**src/verilog/cpl_pkg.sv**
```systemverilog
// Constants, field layouts and types for the copper link power manager
package cpl_pkg;

	// ----------------------------------------------------------------
	// Register offsets (byte addresses)
	// ----------------------------------------------------------------
	localparam logic [7:0]  CPL_OFS_BASIC  = 8'h00;  // Basic control
	localparam logic [7:0]  CPL_OFS_AUXCTL = 8'h04;  // Auto power mode control
	localparam logic [7:0]  CPL_OFS_TIMERS = 8'h08;  // Sleep and wake-up timers
	localparam logic [7:0]  CPL_OFS_STATUS = 8'h0c;  // Live state, read only

	// ----------------------------------------------------------------
	// Field positions
	// ----------------------------------------------------------------
	localparam int CPL_BIT_PWRDN     = 11;  // Basic: standard power-down
	localparam int CPL_BIT_ANEG      = 12;  // Basic: autonegotiation enable
	localparam int CPL_BIT_AUTO_EN   = 6;   // Auxctl: auto power mode enable
	localparam int CPL_BIT_LTO_HI    = 7;   // Auxctl: link time-out select high
	localparam int CPL_BIT_LTO_LO    = 2;   // Auxctl: link time-out select low
	localparam int CPL_SLEEP_HI      = 14;  // Timers: sleep field
	localparam int CPL_SLEEP_LO      = 13;
	localparam int CPL_WAKE_HI       = 12;  // Timers: wake-up field
	localparam int CPL_WAKE_LO       = 11;

	// ----------------------------------------------------------------
	// Reset values
	// ----------------------------------------------------------------
	localparam logic [31:0] CPL_RST_BASIC  = 32'h0000_1000;  // Autoneg on
	localparam logic [31:0] CPL_RST_AUXCTL = 32'h0000_0000;
	localparam logic [31:0] CPL_RST_TIMERS = 32'h0000_2000;  // Sleep code 1: two seconds

	// ----------------------------------------------------------------
	// Timing, in milliseconds
	// ----------------------------------------------------------------
	localparam logic [15:0] CPL_SLEEP_STEP_MS = 16'h03e8;  // 1000 ms per sleep code step
	localparam logic [15:0] CPL_RAND_NEG_MS   = 16'h0050;  // 80 ms below nominal
	localparam logic [15:0] CPL_RAND_STEP_MS  = 16'h000a;  // 10 ms per random step
	localparam logic [3:0]  CPL_RAND_STEPS    = 4'he;      // 0..14 steps: -80..+60 ms
	localparam logic [15:0] CPL_WAKE_STEP_MS  = 16'h0064;  // 100 ms per wake code step
	localparam logic [15:0] CPL_LTO_STEP_MS   = 16'h01f4;  // 500 ms per time-out code step
	localparam logic [15:0] CPL_FLP_GAP_MS    = 16'h0010;  // 16 ms between bursts
	localparam logic [1:0]  CPL_FLP_MAX       = 2'h3;      // Bursts per wake-up visit
	localparam int          CPL_CLK_MHZ       = 200;
	localparam int          CPL_MS_CYCLES     = CPL_CLK_MHZ * 1000;

	// ----------------------------------------------------------------
	// Types
	// ----------------------------------------------------------------
	typedef enum logic [1:0] {
		CPL_ST_LOW  = 2'b00,
		CPL_ST_WAKE = 2'b01,
		CPL_ST_NORM = 2'b10
	} cpl_state_t;

	typedef struct packed {
		logic       auto_en;
		logic       aneg_en;
		logic       pwrdn;
		logic [1:0] sleep_sel;
		logic [1:0] wake_sel;
		logic [1:0] lto_sel;
	} cpl_ctrl_t;

endpackage : cpl_pkg

```
**src/verilog/cpl_energy_filter.sv**
```systemverilog
// Synchroniser and debouncer for the media signal-energy indication
`timescale 1ns/100ps
module cpl_energy_filter
	import cpl_pkg::*;
#(
	parameter int DEB_LEN = 8
)(
	input  wire logic ref_clk,
	input  wire logic rst,
	input  wire logic ce,
	input  wire logic energy_raw,
	output logic      energy_ok
);
	localparam int CW = $clog2(DEB_LEN + 1);

	logic          sync1_q, sync1_d;
	logic          sync2_q, sync2_d;
	logic [CW-1:0] cnt_q, cnt_d;
	logic          stab_q, stab_d;

	// Next values: count consecutive samples that differ from the stable level
	always_comb
	begin
		sync1_d = energy_raw;
		sync2_d = sync1_q;
		cnt_d   = '0;
		stab_d  = stab_q;
		if (sync2_q != stab_q)
		begin
			cnt_d = cnt_q + CW'(1);
			if (cnt_q == CW'(DEB_LEN - 1))
			begin
				stab_d = sync2_q;
				cnt_d  = '0;
			end
		end
	end

	// Registers
	always_ff @(posedge ref_clk)
	begin
		if (rst)
		begin
			sync1_q <= 1'b0;
			sync2_q <= 1'b0;
			cnt_q   <= '0;
			stab_q  <= 1'b0;
		end
		else if (ce)
		begin
			sync1_q <= sync1_d;
			sync2_q <= sync2_d;
			cnt_q   <= cnt_d;
			stab_q  <= stab_d;
		end
	end

	assign energy_ok = stab_q;

endmodule : cpl_energy_filter

```
**src/verilog/cpl_power_manager.sv**
```systemverilog
// Per-port automatic link power manager with APB register slave
//
// The register offsets and the APB slave port were left to the implementer.
`timescale 1ns/100ps
// Function
// - Auto power mode turns on whenever software sets the enable bit.
// - Standard power-down bit is a separate control, unaffected by auto mode.
// - Auto mode uses exactly three states: low power, wake-up, normal.
// - Without energy, low power and wake-up alternate; default period two seconds.
// - Detected energy in low power or wake-up moves to normal.
// - With autoneg on, link loss returns to low power after time-out.
// - After reset the state machine starts in low power.
// - Autoneg off, forced speed: cycle until energy, then stay normal.
// - Autoneg disabled in normal: link drop keeps port in normal.
// - Low power powers down major blocks; management and energy monitor stay.
// - Energy from any autoneg partner or waking port counts as wake energy.
// - Sleep interval comes from the two-bit sleep timer field.
// - Each sleep interval gets a random offset from -80 to +60 ms.
// - Wake-up sends up to three bursts alternating pairs A and B.
// - After wake-up energy is sent, return to low power; management stays.
// - Link status time-out chosen by two control bits.
module cpl_power_manager
	import cpl_pkg::*;
#(
	parameter int MS_CYCLES = CPL_MS_CYCLES,
	parameter int DEB_LEN   = 8
)(
	input  wire logic        ref_clk,
	input  wire logic        rst,
	input  wire logic        ce,
	input  wire logic        psel,
	input  wire logic        penable,
	input  wire logic        pwrite,
	input  wire logic [7:0]  paddr,
	input  wire logic [31:0] pwdata,
	output logic      [31:0] prdata,
	output logic             pready,
	output logic             pslverr,
	input  wire logic        energy_raw,
	input  wire logic        link_ok,
	output logic             low_power,
	output logic             pwrdn,
	output logic             flp_send,
	output logic             flp_pair_b
);
	localparam int PW = $clog2(MS_CYCLES);

	// ----------------------------------------------------------------
	// Register file
	// ----------------------------------------------------------------
	logic [31:0] basic_q, basic_d;
	logic [31:0] auxctl_q, auxctl_d;
	logic [31:0] timers_q, timers_d;
	logic [31:0] rdata_q, rdata_d;
	logic        err_q, err_d;
	cpl_ctrl_t   ctrl;
	cpl_state_t  state_q, state_d;
	logic        energy_ok;

	// Known offsets decode
	function automatic logic addr_hit(input logic [7:0] a);
		addr_hit = (a == CPL_OFS_BASIC) || (a == CPL_OFS_AUXCTL) ||
			(a == CPL_OFS_TIMERS) || (a == CPL_OFS_STATUS);
	endfunction : addr_hit

	// Field view of the control registers
	always_comb
	begin
		ctrl.auto_en   = auxctl_q[CPL_BIT_AUTO_EN];
		ctrl.aneg_en   = basic_q[CPL_BIT_ANEG];
		ctrl.pwrdn     = basic_q[CPL_BIT_PWRDN];
		ctrl.sleep_sel = timers_q[CPL_SLEEP_HI:CPL_SLEEP_LO];
		ctrl.wake_sel  = timers_q[CPL_WAKE_HI:CPL_WAKE_LO];
		ctrl.lto_sel   = {auxctl_q[CPL_BIT_LTO_HI], auxctl_q[CPL_BIT_LTO_LO]};
	end

	// Writes land in the access phase; read data captured in the setup phase
	always_comb
	begin
		basic_d  = basic_q;
		auxctl_d = auxctl_q;
		timers_d = timers_q;
		rdata_d  = rdata_q;
		err_d    = err_q;
		if (psel && !penable)
		begin
			err_d = !addr_hit(paddr);
			case (paddr)
				CPL_OFS_BASIC:  rdata_d = basic_q;
				CPL_OFS_AUXCTL: rdata_d = auxctl_q;
				CPL_OFS_TIMERS: rdata_d = timers_q;
				CPL_OFS_STATUS: rdata_d = {28'h000_0000, energy_ok, link_ok, state_q};
				default:        rdata_d = 32'h0000_0000;
			endcase
		end
		if (psel && penable && pwrite)
		begin
			case (paddr)
				CPL_OFS_BASIC:  basic_d  = pwdata;
				CPL_OFS_AUXCTL: auxctl_d = pwdata;
				CPL_OFS_TIMERS: timers_d = pwdata;
				default:        basic_d  = basic_q;
			endcase
		end
	end

	always_ff @(posedge ref_clk)
	begin
		if (rst)
		begin
			basic_q  <= CPL_RST_BASIC;
			auxctl_q <= CPL_RST_AUXCTL;
			timers_q <= CPL_RST_TIMERS;
			rdata_q  <= 32'h0000_0000;
			err_q    <= 1'b0;
		end
		else if (ce)
		begin
			basic_q  <= basic_d;
			auxctl_q <= auxctl_d;
			timers_q <= timers_d;
			rdata_q  <= rdata_d;
			err_q    <= err_d;
		end
	end

	// Zero-wait slave; management works in every power state
	assign pready  = 1'b1;
	assign prdata  = rdata_q;
	assign pslverr = psel && penable && err_q;

	// ----------------------------------------------------------------
	// Energy filter
	// ----------------------------------------------------------------
	cpl_energy_filter #(
		.DEB_LEN    (DEB_LEN)
	) u_filter (
		.ref_clk    (ref_clk),
		.rst        (rst),
		.ce         (ce),
		.energy_raw (energy_raw),
		.energy_ok  (energy_ok)
	);

	// ----------------------------------------------------------------
	// Millisecond tick and random source
	// ----------------------------------------------------------------
	logic [PW-1:0] pre_q, pre_d;
	logic          ms_tick;
	logic [7:0]    lfsr_q, lfsr_d;
	logic [3:0]    rnd;

	// Prescaler and free-running LFSR
	always_comb
	begin
		ms_tick = (pre_q == PW'(MS_CYCLES - 1));
		pre_d   = ms_tick ? '0 : pre_q + PW'(1);
		lfsr_d  = {lfsr_q[6:0], lfsr_q[7] ^ lfsr_q[5] ^ lfsr_q[4] ^ lfsr_q[3]};
		rnd     = (lfsr_q[3:0] > CPL_RAND_STEPS) ? 4'h0 : lfsr_q[3:0];
	end

	always_ff @(posedge ref_clk)
	begin
		if (rst)
		begin
			pre_q  <= '0;
			lfsr_q <= 8'h01;
		end
		else if (ce)
		begin
			pre_q  <= pre_d;
			lfsr_q <= lfsr_d;
		end
	end

	// ----------------------------------------------------------------
	// Power state machine
	// ----------------------------------------------------------------
	logic [15:0] tmr_q, tmr_d;
	logic [15:0] gap_q, gap_d;
	logic [1:0]  burst_q, burst_d;
	logic        pair_q, pair_d;
	logic        send_q, send_d;
	logic        lto_run_q, lto_run_d;
	logic [15:0] sleep_ms, wake_ms, lto_ms;
	logic        tmr_done;

	// Interval lengths from the timer fields and the auxctl time-out select bits
	always_comb
	begin
		sleep_ms = 16'((16'(ctrl.sleep_sel) + 16'h0001) * CPL_SLEEP_STEP_MS - CPL_RAND_NEG_MS
			+ 16'(rnd) * CPL_RAND_STEP_MS);
		wake_ms  = 16'((16'(ctrl.wake_sel) + 16'h0001) * CPL_WAKE_STEP_MS);
		lto_ms   = 16'((16'(ctrl.lto_sel) + 16'h0001) * CPL_LTO_STEP_MS);
		tmr_done = ms_tick && (tmr_q <= 16'h0001);
	end

	// Next state, timers and burst requests
	always_comb
	begin
		state_d   = state_q;
		tmr_d     = (ms_tick && tmr_q != 16'h0000) ? tmr_q - 16'h0001 : tmr_q;
		gap_d     = (ms_tick && gap_q != 16'h0000) ? gap_q - 16'h0001 : gap_q;
		burst_d   = burst_q;
		pair_d    = pair_q;
		send_d    = 1'b0;
		lto_run_d = lto_run_q;
		if (!ctrl.auto_en)
		begin
			state_d   = CPL_ST_NORM;
			lto_run_d = 1'b0;
		end
		else
		begin
			case (state_q)
				CPL_ST_LOW:
				begin
					if (energy_ok)
						state_d = CPL_ST_NORM;
					else if (tmr_done)
					begin
						state_d = CPL_ST_WAKE;
						tmr_d   = wake_ms;
						gap_d   = 16'h0000;
						burst_d = 2'h0;
					end
				end
				CPL_ST_WAKE:
				begin
					if (energy_ok)
						state_d = CPL_ST_NORM;
					else if (tmr_done)
					begin
						state_d = CPL_ST_LOW;
						tmr_d   = sleep_ms;
					end
					else if (gap_q == 16'h0000 && burst_q < CPL_FLP_MAX)
					begin
						send_d  = 1'b1;
						pair_d  = !pair_q;
						burst_d = burst_q + 2'h1;
						gap_d   = CPL_FLP_GAP_MS;
					end
				end
				CPL_ST_NORM:
				begin
					if (link_ok || !ctrl.aneg_en)
						lto_run_d = 1'b0;
					else if (!lto_run_q)
					begin
						lto_run_d = 1'b1;
						tmr_d     = lto_ms;
					end
					else if (tmr_done)
					begin
						state_d   = CPL_ST_LOW;
						lto_run_d = 1'b0;
						tmr_d     = sleep_ms;
					end
				end
				default:
					state_d = CPL_ST_LOW;
			endcase
		end
	end

	always_ff @(posedge ref_clk)
	begin
		if (rst)
		begin
			state_q   <= CPL_ST_LOW;
			tmr_q     <= CPL_SLEEP_STEP_MS + CPL_SLEEP_STEP_MS;
			gap_q     <= 16'h0000;
			burst_q   <= 2'h0;
			pair_q    <= 1'b1;
			send_q    <= 1'b0;
			lto_run_q <= 1'b0;
		end
		else if (ce)
		begin
			state_q   <= state_d;
			tmr_q     <= tmr_d;
			gap_q     <= gap_d;
			burst_q   <= burst_d;
			pair_q    <= pair_d;
			send_q    <= send_d;
			lto_run_q <= lto_run_d;
		end
	end

	// Outputs
	assign low_power  = ctrl.auto_en && (state_q == CPL_ST_LOW);
	assign pwrdn      = ctrl.pwrdn;
	assign flp_send   = send_q;
	assign flp_pair_b = pair_q;
endmodule : cpl_power_manager
```
**config.mk**
```make
export PLATFORM = sky130hd
export DESIGN_NAME = cpl_power_manager
export DESIGN_NICKNAME = d
export VERILOG_FILES = /design/src/verilog/cpl_pkg.sv /design/src/verilog/cpl_energy_filter.sv /design/src/verilog/cpl_power_manager.sv
export SDC_FILE = /design/constraint.sdc
export NUM_CORES = 1
export LEC_CHECK = 0
export ABC_AREA = 1
export CAP_MARGIN = 20
export CORE_MARGIN = 2
export CORE_UTILIZATION = 64
export DETAILED_ROUTE_END_ITERATION = 12
export DONT_BUFFER_PORTS = 1
export PLACE_DENSITY = 0.82
export SLEW_MARGIN = 30
export SYNTH_ARGS = -nofsm -noshare
export SYNTH_HDL_FRONTEND = slang
export SYNTH_SLANG_ARGS = --single-unit
```
**constraint.sdc**
```tcl
create_clock -name ref_clk -period 3.7 [get_ports ref_clk]
set_clock_uncertainty 0.1 [all_clocks]
set_input_delay 0.185 -clock ref_clk [delete_from_list [all_inputs] [get_ports ref_clk]]
set_output_delay 0.185 -clock ref_clk [all_outputs]
set_load 0.05 [all_outputs]
```
Word level (Yosys, flattened, before mapping)
Index checks and enable logic that the tools add are counted.

Add/subtract/negate cells: 10. $mul: 4. $lt $le $gt $ge: 3. Eq/ne operators: 17. Multiplexer cells: 46. Bitwise operators: 5. Reduce and logical (&&, ||, !) cells: 32.

Operator list (count): $mux W16 (15); $pmux W32 S4 (1); $pmux W16 S3 (1); $pmux W16 S2 (1); $reduce_bool A16 Y1 (2); $sub A16 B1 Y16 const B (2); $mux W2 (12); $mul A3 B7 Y10 const B (2); $add A18 B1 Y18 const B (1); $eq A18 B18 Y1 const B (1); $mux W18 (1); $eq A8 B4 Y1 const B (2); $le A16 B1 Y1 const B (1); $logic_not A16 Y1 (1); $add A14 B9 Y15 (1); $sub A13 B7 Y14 const B (1); $mux W4 (3); $reduce_and A3 Y1 (4); $mux W1 (10); $ne A2 B2 Y1 const B (5); $add A2 B1 Y3 const B (3); $logic_and A1 B1 Y1 (9); $eq A8 B3 Y1 const B (1); $logic_not A8 Y1 (1); other kinds (25) (36).

Flip-flop bits (word level): 201. Bits of input ports: 48. Output and inout port bits: 38. Word-level logic and storage cells: 135.

Depth between registers and ports, before layout
Depth in word-level cells: 9. Depth in mapped cells: 22. Gate-level depth less buffers: 22.

Hierarchy
A second synthesis with hierarchy kept.

Cell total of the unflattened synthesis: 1618. Area, all modules: 10999.3 um^2.

Modules (own cells, without submodules): cpl_power_manager (instances 1, cells each 1573, area each 10660.2 um^2, seq. area each 3883.7 um^2); cpl_energy_filter (instances 1, cells each 45, area each 339.1 um^2, seq. area each 140.1 um^2).

Least setup slack after synthesis
No wires, ideal clock.

Path kind: register to register. Start point: register timers_q[13]. End point: register tmr_q[10]. Setup time: 0.115 ns. Arrival: 2.977 ns. Data required time: 3.485 ns. Setup slack: 0.508 ns. Cell stages (with the launch flop): 20. Period minus slack after synthesis: 3.192 ns. Cells stage by stage: dfxtp_1 > inv_1 > ha_1 > xnor2_1 > ha_1 > or2_2 > nand2_1 > inv_1 > ha_1 > nand2_1 > inv_1 > nand2_1 > nand3_1 > nand2_1 > nor2_1 > or2_2 > nand3_1 > nand3_1 > nand2_1 > nand2_1.

Word-level cells in the longest chain between the ends: 9. Elaborated cells between the ends (all ways): 10. Classes of those cells: add/sub: 3; mul: 1; mux: 6.

RTL lines: from (decl) (line cpl_power_manager.sv:53) `logic [31:0] timers_q, timers_d;`; from (signal assigned) (line cpl_power_manager.sv:121) `timers_q <= timers_d;`; $add A2 B1 Y3 (*) (line cpl_power_manager.sv:191) `sleep_ms = 16'((16'(ctrl.sleep_sel) + 16'h0001) * CPL_SLEEP_STEP_MS - CPL_RAND_NEG_MS`; $mul A3 B7 Y10 (*) (line cpl_power_manager.sv:191); $sub A13 B7 Y14 (*) (line cpl_power_manager.sv:191); $add A14 B9 Y15 (*) (line cpl_power_manager.sv:192) `+ 16'(rnd) * CPL_RAND_STEP_MS);`; $mux W16 (*) (line cpl_power_manager.sv:232, cpl_power_manager.sv:254); $mux W16 (line cpl_power_manager.sv:249) `else if (!lto_run_q)`; $mux W16 (line cpl_power_manager.sv:247) `if (link_ok || !ctrl.aneg_en)`; $pmux W16 S3 (*) (line cpl_power_manager.sv:215) `case (state_q)`; $mux W16 (*) (line cpl_power_manager.sv:208) `if (!ctrl.auto_en)`; to (signal assigned) (line cpl_power_manager.sv:272) `tmr_q <= CPL_SLEEP_STEP_MS + CPL_SLEEP_STEP_MS;`; to (signal assigned) (line cpl_power_manager.sv:282) `tmr_q <= tmr_d;`; to (decl) (line cpl_power_manager.sv:179) `logic [15:0] tmr_q, tmr_d;`.

Every way passes the cells marked *; elsewhere a longest branch is shown, timed or not. A chain may end at the register's enable or synchronous reset.

Worst setup path after layout
Start point: register lfsr_q[2]. End point: register tmr_q[10].

Word-level cells in the longest chain between the ends: 9. Elaborated cells between the ends (all ways): 10. Classes of those cells: add/sub: 1; mul: 1; order compare: 1; mux: 7.

RTL lines: from (decl) (line cpl_power_manager.sv:150) `logic [7:0] lfsr_q, lfsr_d;`; from (signal assigned) (line cpl_power_manager.sv:172) `lfsr_q <= lfsr_d;`; $gt A4 B4 Y1 (line cpl_power_manager.sv:159) `rnd = (lfsr_q[3:0] > CPL_RAND_STEPS) ? 4'h0 : lfsr_q[3:0];`; $mux W4 (*) (line cpl_power_manager.sv:159); $mul A4 B3 Y7 (*) (line cpl_power_manager.sv:192); $add A14 B9 Y15 (*) (line cpl_power_manager.sv:192); $mux W16 (*) (line cpl_power_manager.sv:232, cpl_power_manager.sv:254); $mux W16 (line cpl_power_manager.sv:249); $mux W16 (line cpl_power_manager.sv:247); $pmux W16 S3 (*) (line cpl_power_manager.sv:215); $mux W16 (*) (line cpl_power_manager.sv:208).

Marked as above.

==> qor.yml <==
outcome:
  status: "completed"
final_layout:
  layout-drive-gt1-share: 0.0710
  areaGrowthSynthToFinish_pct: 13.0
  num-nets-final: 1656
  diodes: 0
  final_area_um2: 12100
  fin_util: 0.732
  final_cell_count_no_fill: 1797
clocking:
  cts_buffers: 23
  cts_max_level: 1
  cts.sinks: 201
  clkTransAtPathRegs_ns: 0.06
  cts-root-buf: "clkbuf_16"
  clockBufferDepth: 3
  cts_tree: "done"
  clk_latency_ns: 0.53
yosys:
  synthArstFlopShare: 0
  yosys.area.top_type: "dfxtp_1"
  synth_seq_cells: 201
  ys_types: 53
  synth_nets: 1641
  synth_edf_count: 0
  netlist_area_um2: 10700
  synth_top_area_frac: 0.377
  synth_ff_type: "dfxtp_1"
  yosys_warnings: 0
  synth-seq-area-share: 0.377
  syn-instance-count: 1546
  synthTopCellsByArea: "dfxtp_1 38%, nand2_1 11%, nor2_1 9.6%"
  syn_area_per_cell_um2: 6.90
placed_design:
  placedCellCount: 1714
  post-place-ws_ns: 0.264
  place_congestion: 0.973
  dp_hpwl_um: 18200
  portBuffers: 0
  dpl_cell_area_um2: 10800
routing:
  vias_per_cell: 5.76
  drtIter0Drc: 725
  first_pass_iters: 5
  drc_errors: 0
  routed_wl_um: 28600
  dr_total_vias: 10355
  wl_per_cell_um: 15.9
  route.antenna.remaining_nets: 0
global_route:
  grt_max_degree: 51
  antenna_found_initial: 0
  grt_pass1_wl_um: 46800
  grt_usage: 0.317
  overflow: 0
  grt_pass1_vias: 9859
timing:
  tightest_slew_ns: 0.946
  max_freq_mhz: 282
  tns_ns: 0
  finalHoldViolCount: 0
  period_share: 0.960
  final-setup-viol-count: 0
  fin_crit_ns: 3.55
  holdWs_ns: 0.0342
  setup_ws_ns: 0.148
  relSlewSlack: 0.367
  maxSlewViolCount: 0
pwr:
  p_per_area_nw_per_um2: 403
  leakage_nw: 5.16
  peakVddDrop_mv: 0.470
  finalPower_mw: 4.85
worst_setup_path:
  critPathCaptureType: "flop"
  startpoint_type: "flop"
  worstPathRequired_ns: 4.01
  crit_fanout: 4
  critPathArrivalTime_ns: 3.86
  worst-setup-path-type: "flop to flop"
floorplanning:
  die_w_um: 133
  dieArea_um2: 17700
  initial_core_util: 0.648
  die_h_um: 133
  row_count: 47
  num_io_pins: 86
  core_area_um2: 16500
run:
  max_cap_violations: 0
hold_path:
  hold_path.class: "primary input to flop"
## state kept, by name, summed over array words and instances (netlist names), 2 cells and up
name            flops
basic_q            32
auxctl_q           32
pre_q              18
lfsr_q              8
burst_q             2
gap_q              16
prdata             32
timers_q           32
state_q             2
u_filter.cnt_q      4
tmr_q              16
## cell usage after synthesis, types with 4 or more instances
cell type / number
nor2_4: 8
nor2_2: 8
nand2_1: 321
inv_2: 4
nand2_2: 5
a31oi_1: 4
ha_1: 41
nand3_1: 63
clkbuf_1: 54
xnor2_1: 15
a21oi_1: 111
nor2_1: 273
fa_1: 6
xor2_1: 23
inv_1: 126
dfxtp_1: 201
o21bai_1: 4
clkinv_1: 4
o22ai_1: 8
nand4_1: 26
o21ai_0: 152
buf_1: 5
nor3_1: 17
o211ai_1: 13
or2_2: 6
## area by class of cell
cell class                      instances  area [um2]
Clock buffer                           34         687
Fill cell                            1260        4410
Clock inverter                          7         104
Timing Repair Buffer                   55         543
Inverter                              134         503
Multi-Input combinational cell       1146        5910
Sequential cell                       201        4030
Tap cell                              220         275
## power by group
| group | internal, mW | switching, mW |
|---|---|---|
| Clock | 1.43 | 0.915 |
| Sequential | 2.19 | 0.0275 |
| Combinational | 0.107 | 0.185 |
## metal layers
| layer | vias up | GRT usage | part of all wire |
|---|---|---|---|
| li1 | 5051 | - | - |
| met1 | 4794 | 0.386 | 0.41 |
| met2 | 435 | 0.554 | 0.48 |
| met3 | 75 | 0.0670 | 0.078 |
| met4 | 0 | 0.119 | 0.032 |
| met5 | - | 0 | 0 |
## cells by family after synthesis
family                     count (synthesis)  synth area share
AOI/OAI and AO/OA                        311             0.158
xor gates and xnor gates                  38            0.0312
adders and majority gates                 47            0.0593
buffers and inverters                    199            0.0721
DFF                                      201             0.377
other                                      1          0.000352
and+or+nand+nor                          749             0.302
## critical path, cell delays in order (launching register included)
cell and delay (ns):
dfxtp_1 0.37, nand4_1 0.22, nand2_1 0.17, inv_1 0.10, ha_1 0.29, ha_1 0.23
fa_1 0.38, xnor2_1 0.22, ha_1 0.32, nand2_1 0.11, inv_1 0.04, nand2_1 0.06
nand3_1 0.11, nand2_1 0.11, nor2_1 0.05, or2_2 0.29, nand3_1 0.08, nand3_1 0.08
nand2_1 0.07, nand2_1 0.05
## what timing repair did
item,in CTS,in global routing
hold endpoints to repair,183,0
buffers inserted,0,1
hold buffers,41,0
resized for setup,0,8
endpoints found under the setup margin,0,5
## cell usage in the layout (no fill, tap or decap), types with 4 or more instances in the layout
cell,Yosys,routed
or2_2,6,6
nor2_2,8,11
nor2_1,273,270
o22ai_1,8,8
a31oi_1,4,4
clkbuf_8,0,7
nand2_1,321,320
fa_1,6,6
o21ai_0,152,151
nor2_4,8,8
nand4_1,26,26
clkbuf_1,54,4
o21bai_1,4,4
a21oi_1,111,110
nand3_1,63,63
nand2_2,5,6
dlygate4sd3_1,0,39
clkbuf_16,0,23
inv_1,126,123
dfxtp_1,201,198
xnor2_1,15,15
nor3_1,17,16
inv_2,4,7
ha_1,41,40
xor2_1,23,23
clkinv_1,4,4
o211ai_1,13,13
buf_4,1,14
## path summary, 6_finish.rpt
check        depth (start not counted)   startpoint     endpoint  slack [ns]
min reg2reg                          2  timers_q[9]  timers_q[9]        0.35
max                                 19    lfsr_q[2]    tmr_q[10]        0.15
min                                  5     paddr[3]   prdata[12]        0.03
max reg2reg                         19    lfsr_q[2]    tmr_q[10]        0.15
(Power assumes the default switching activity.)
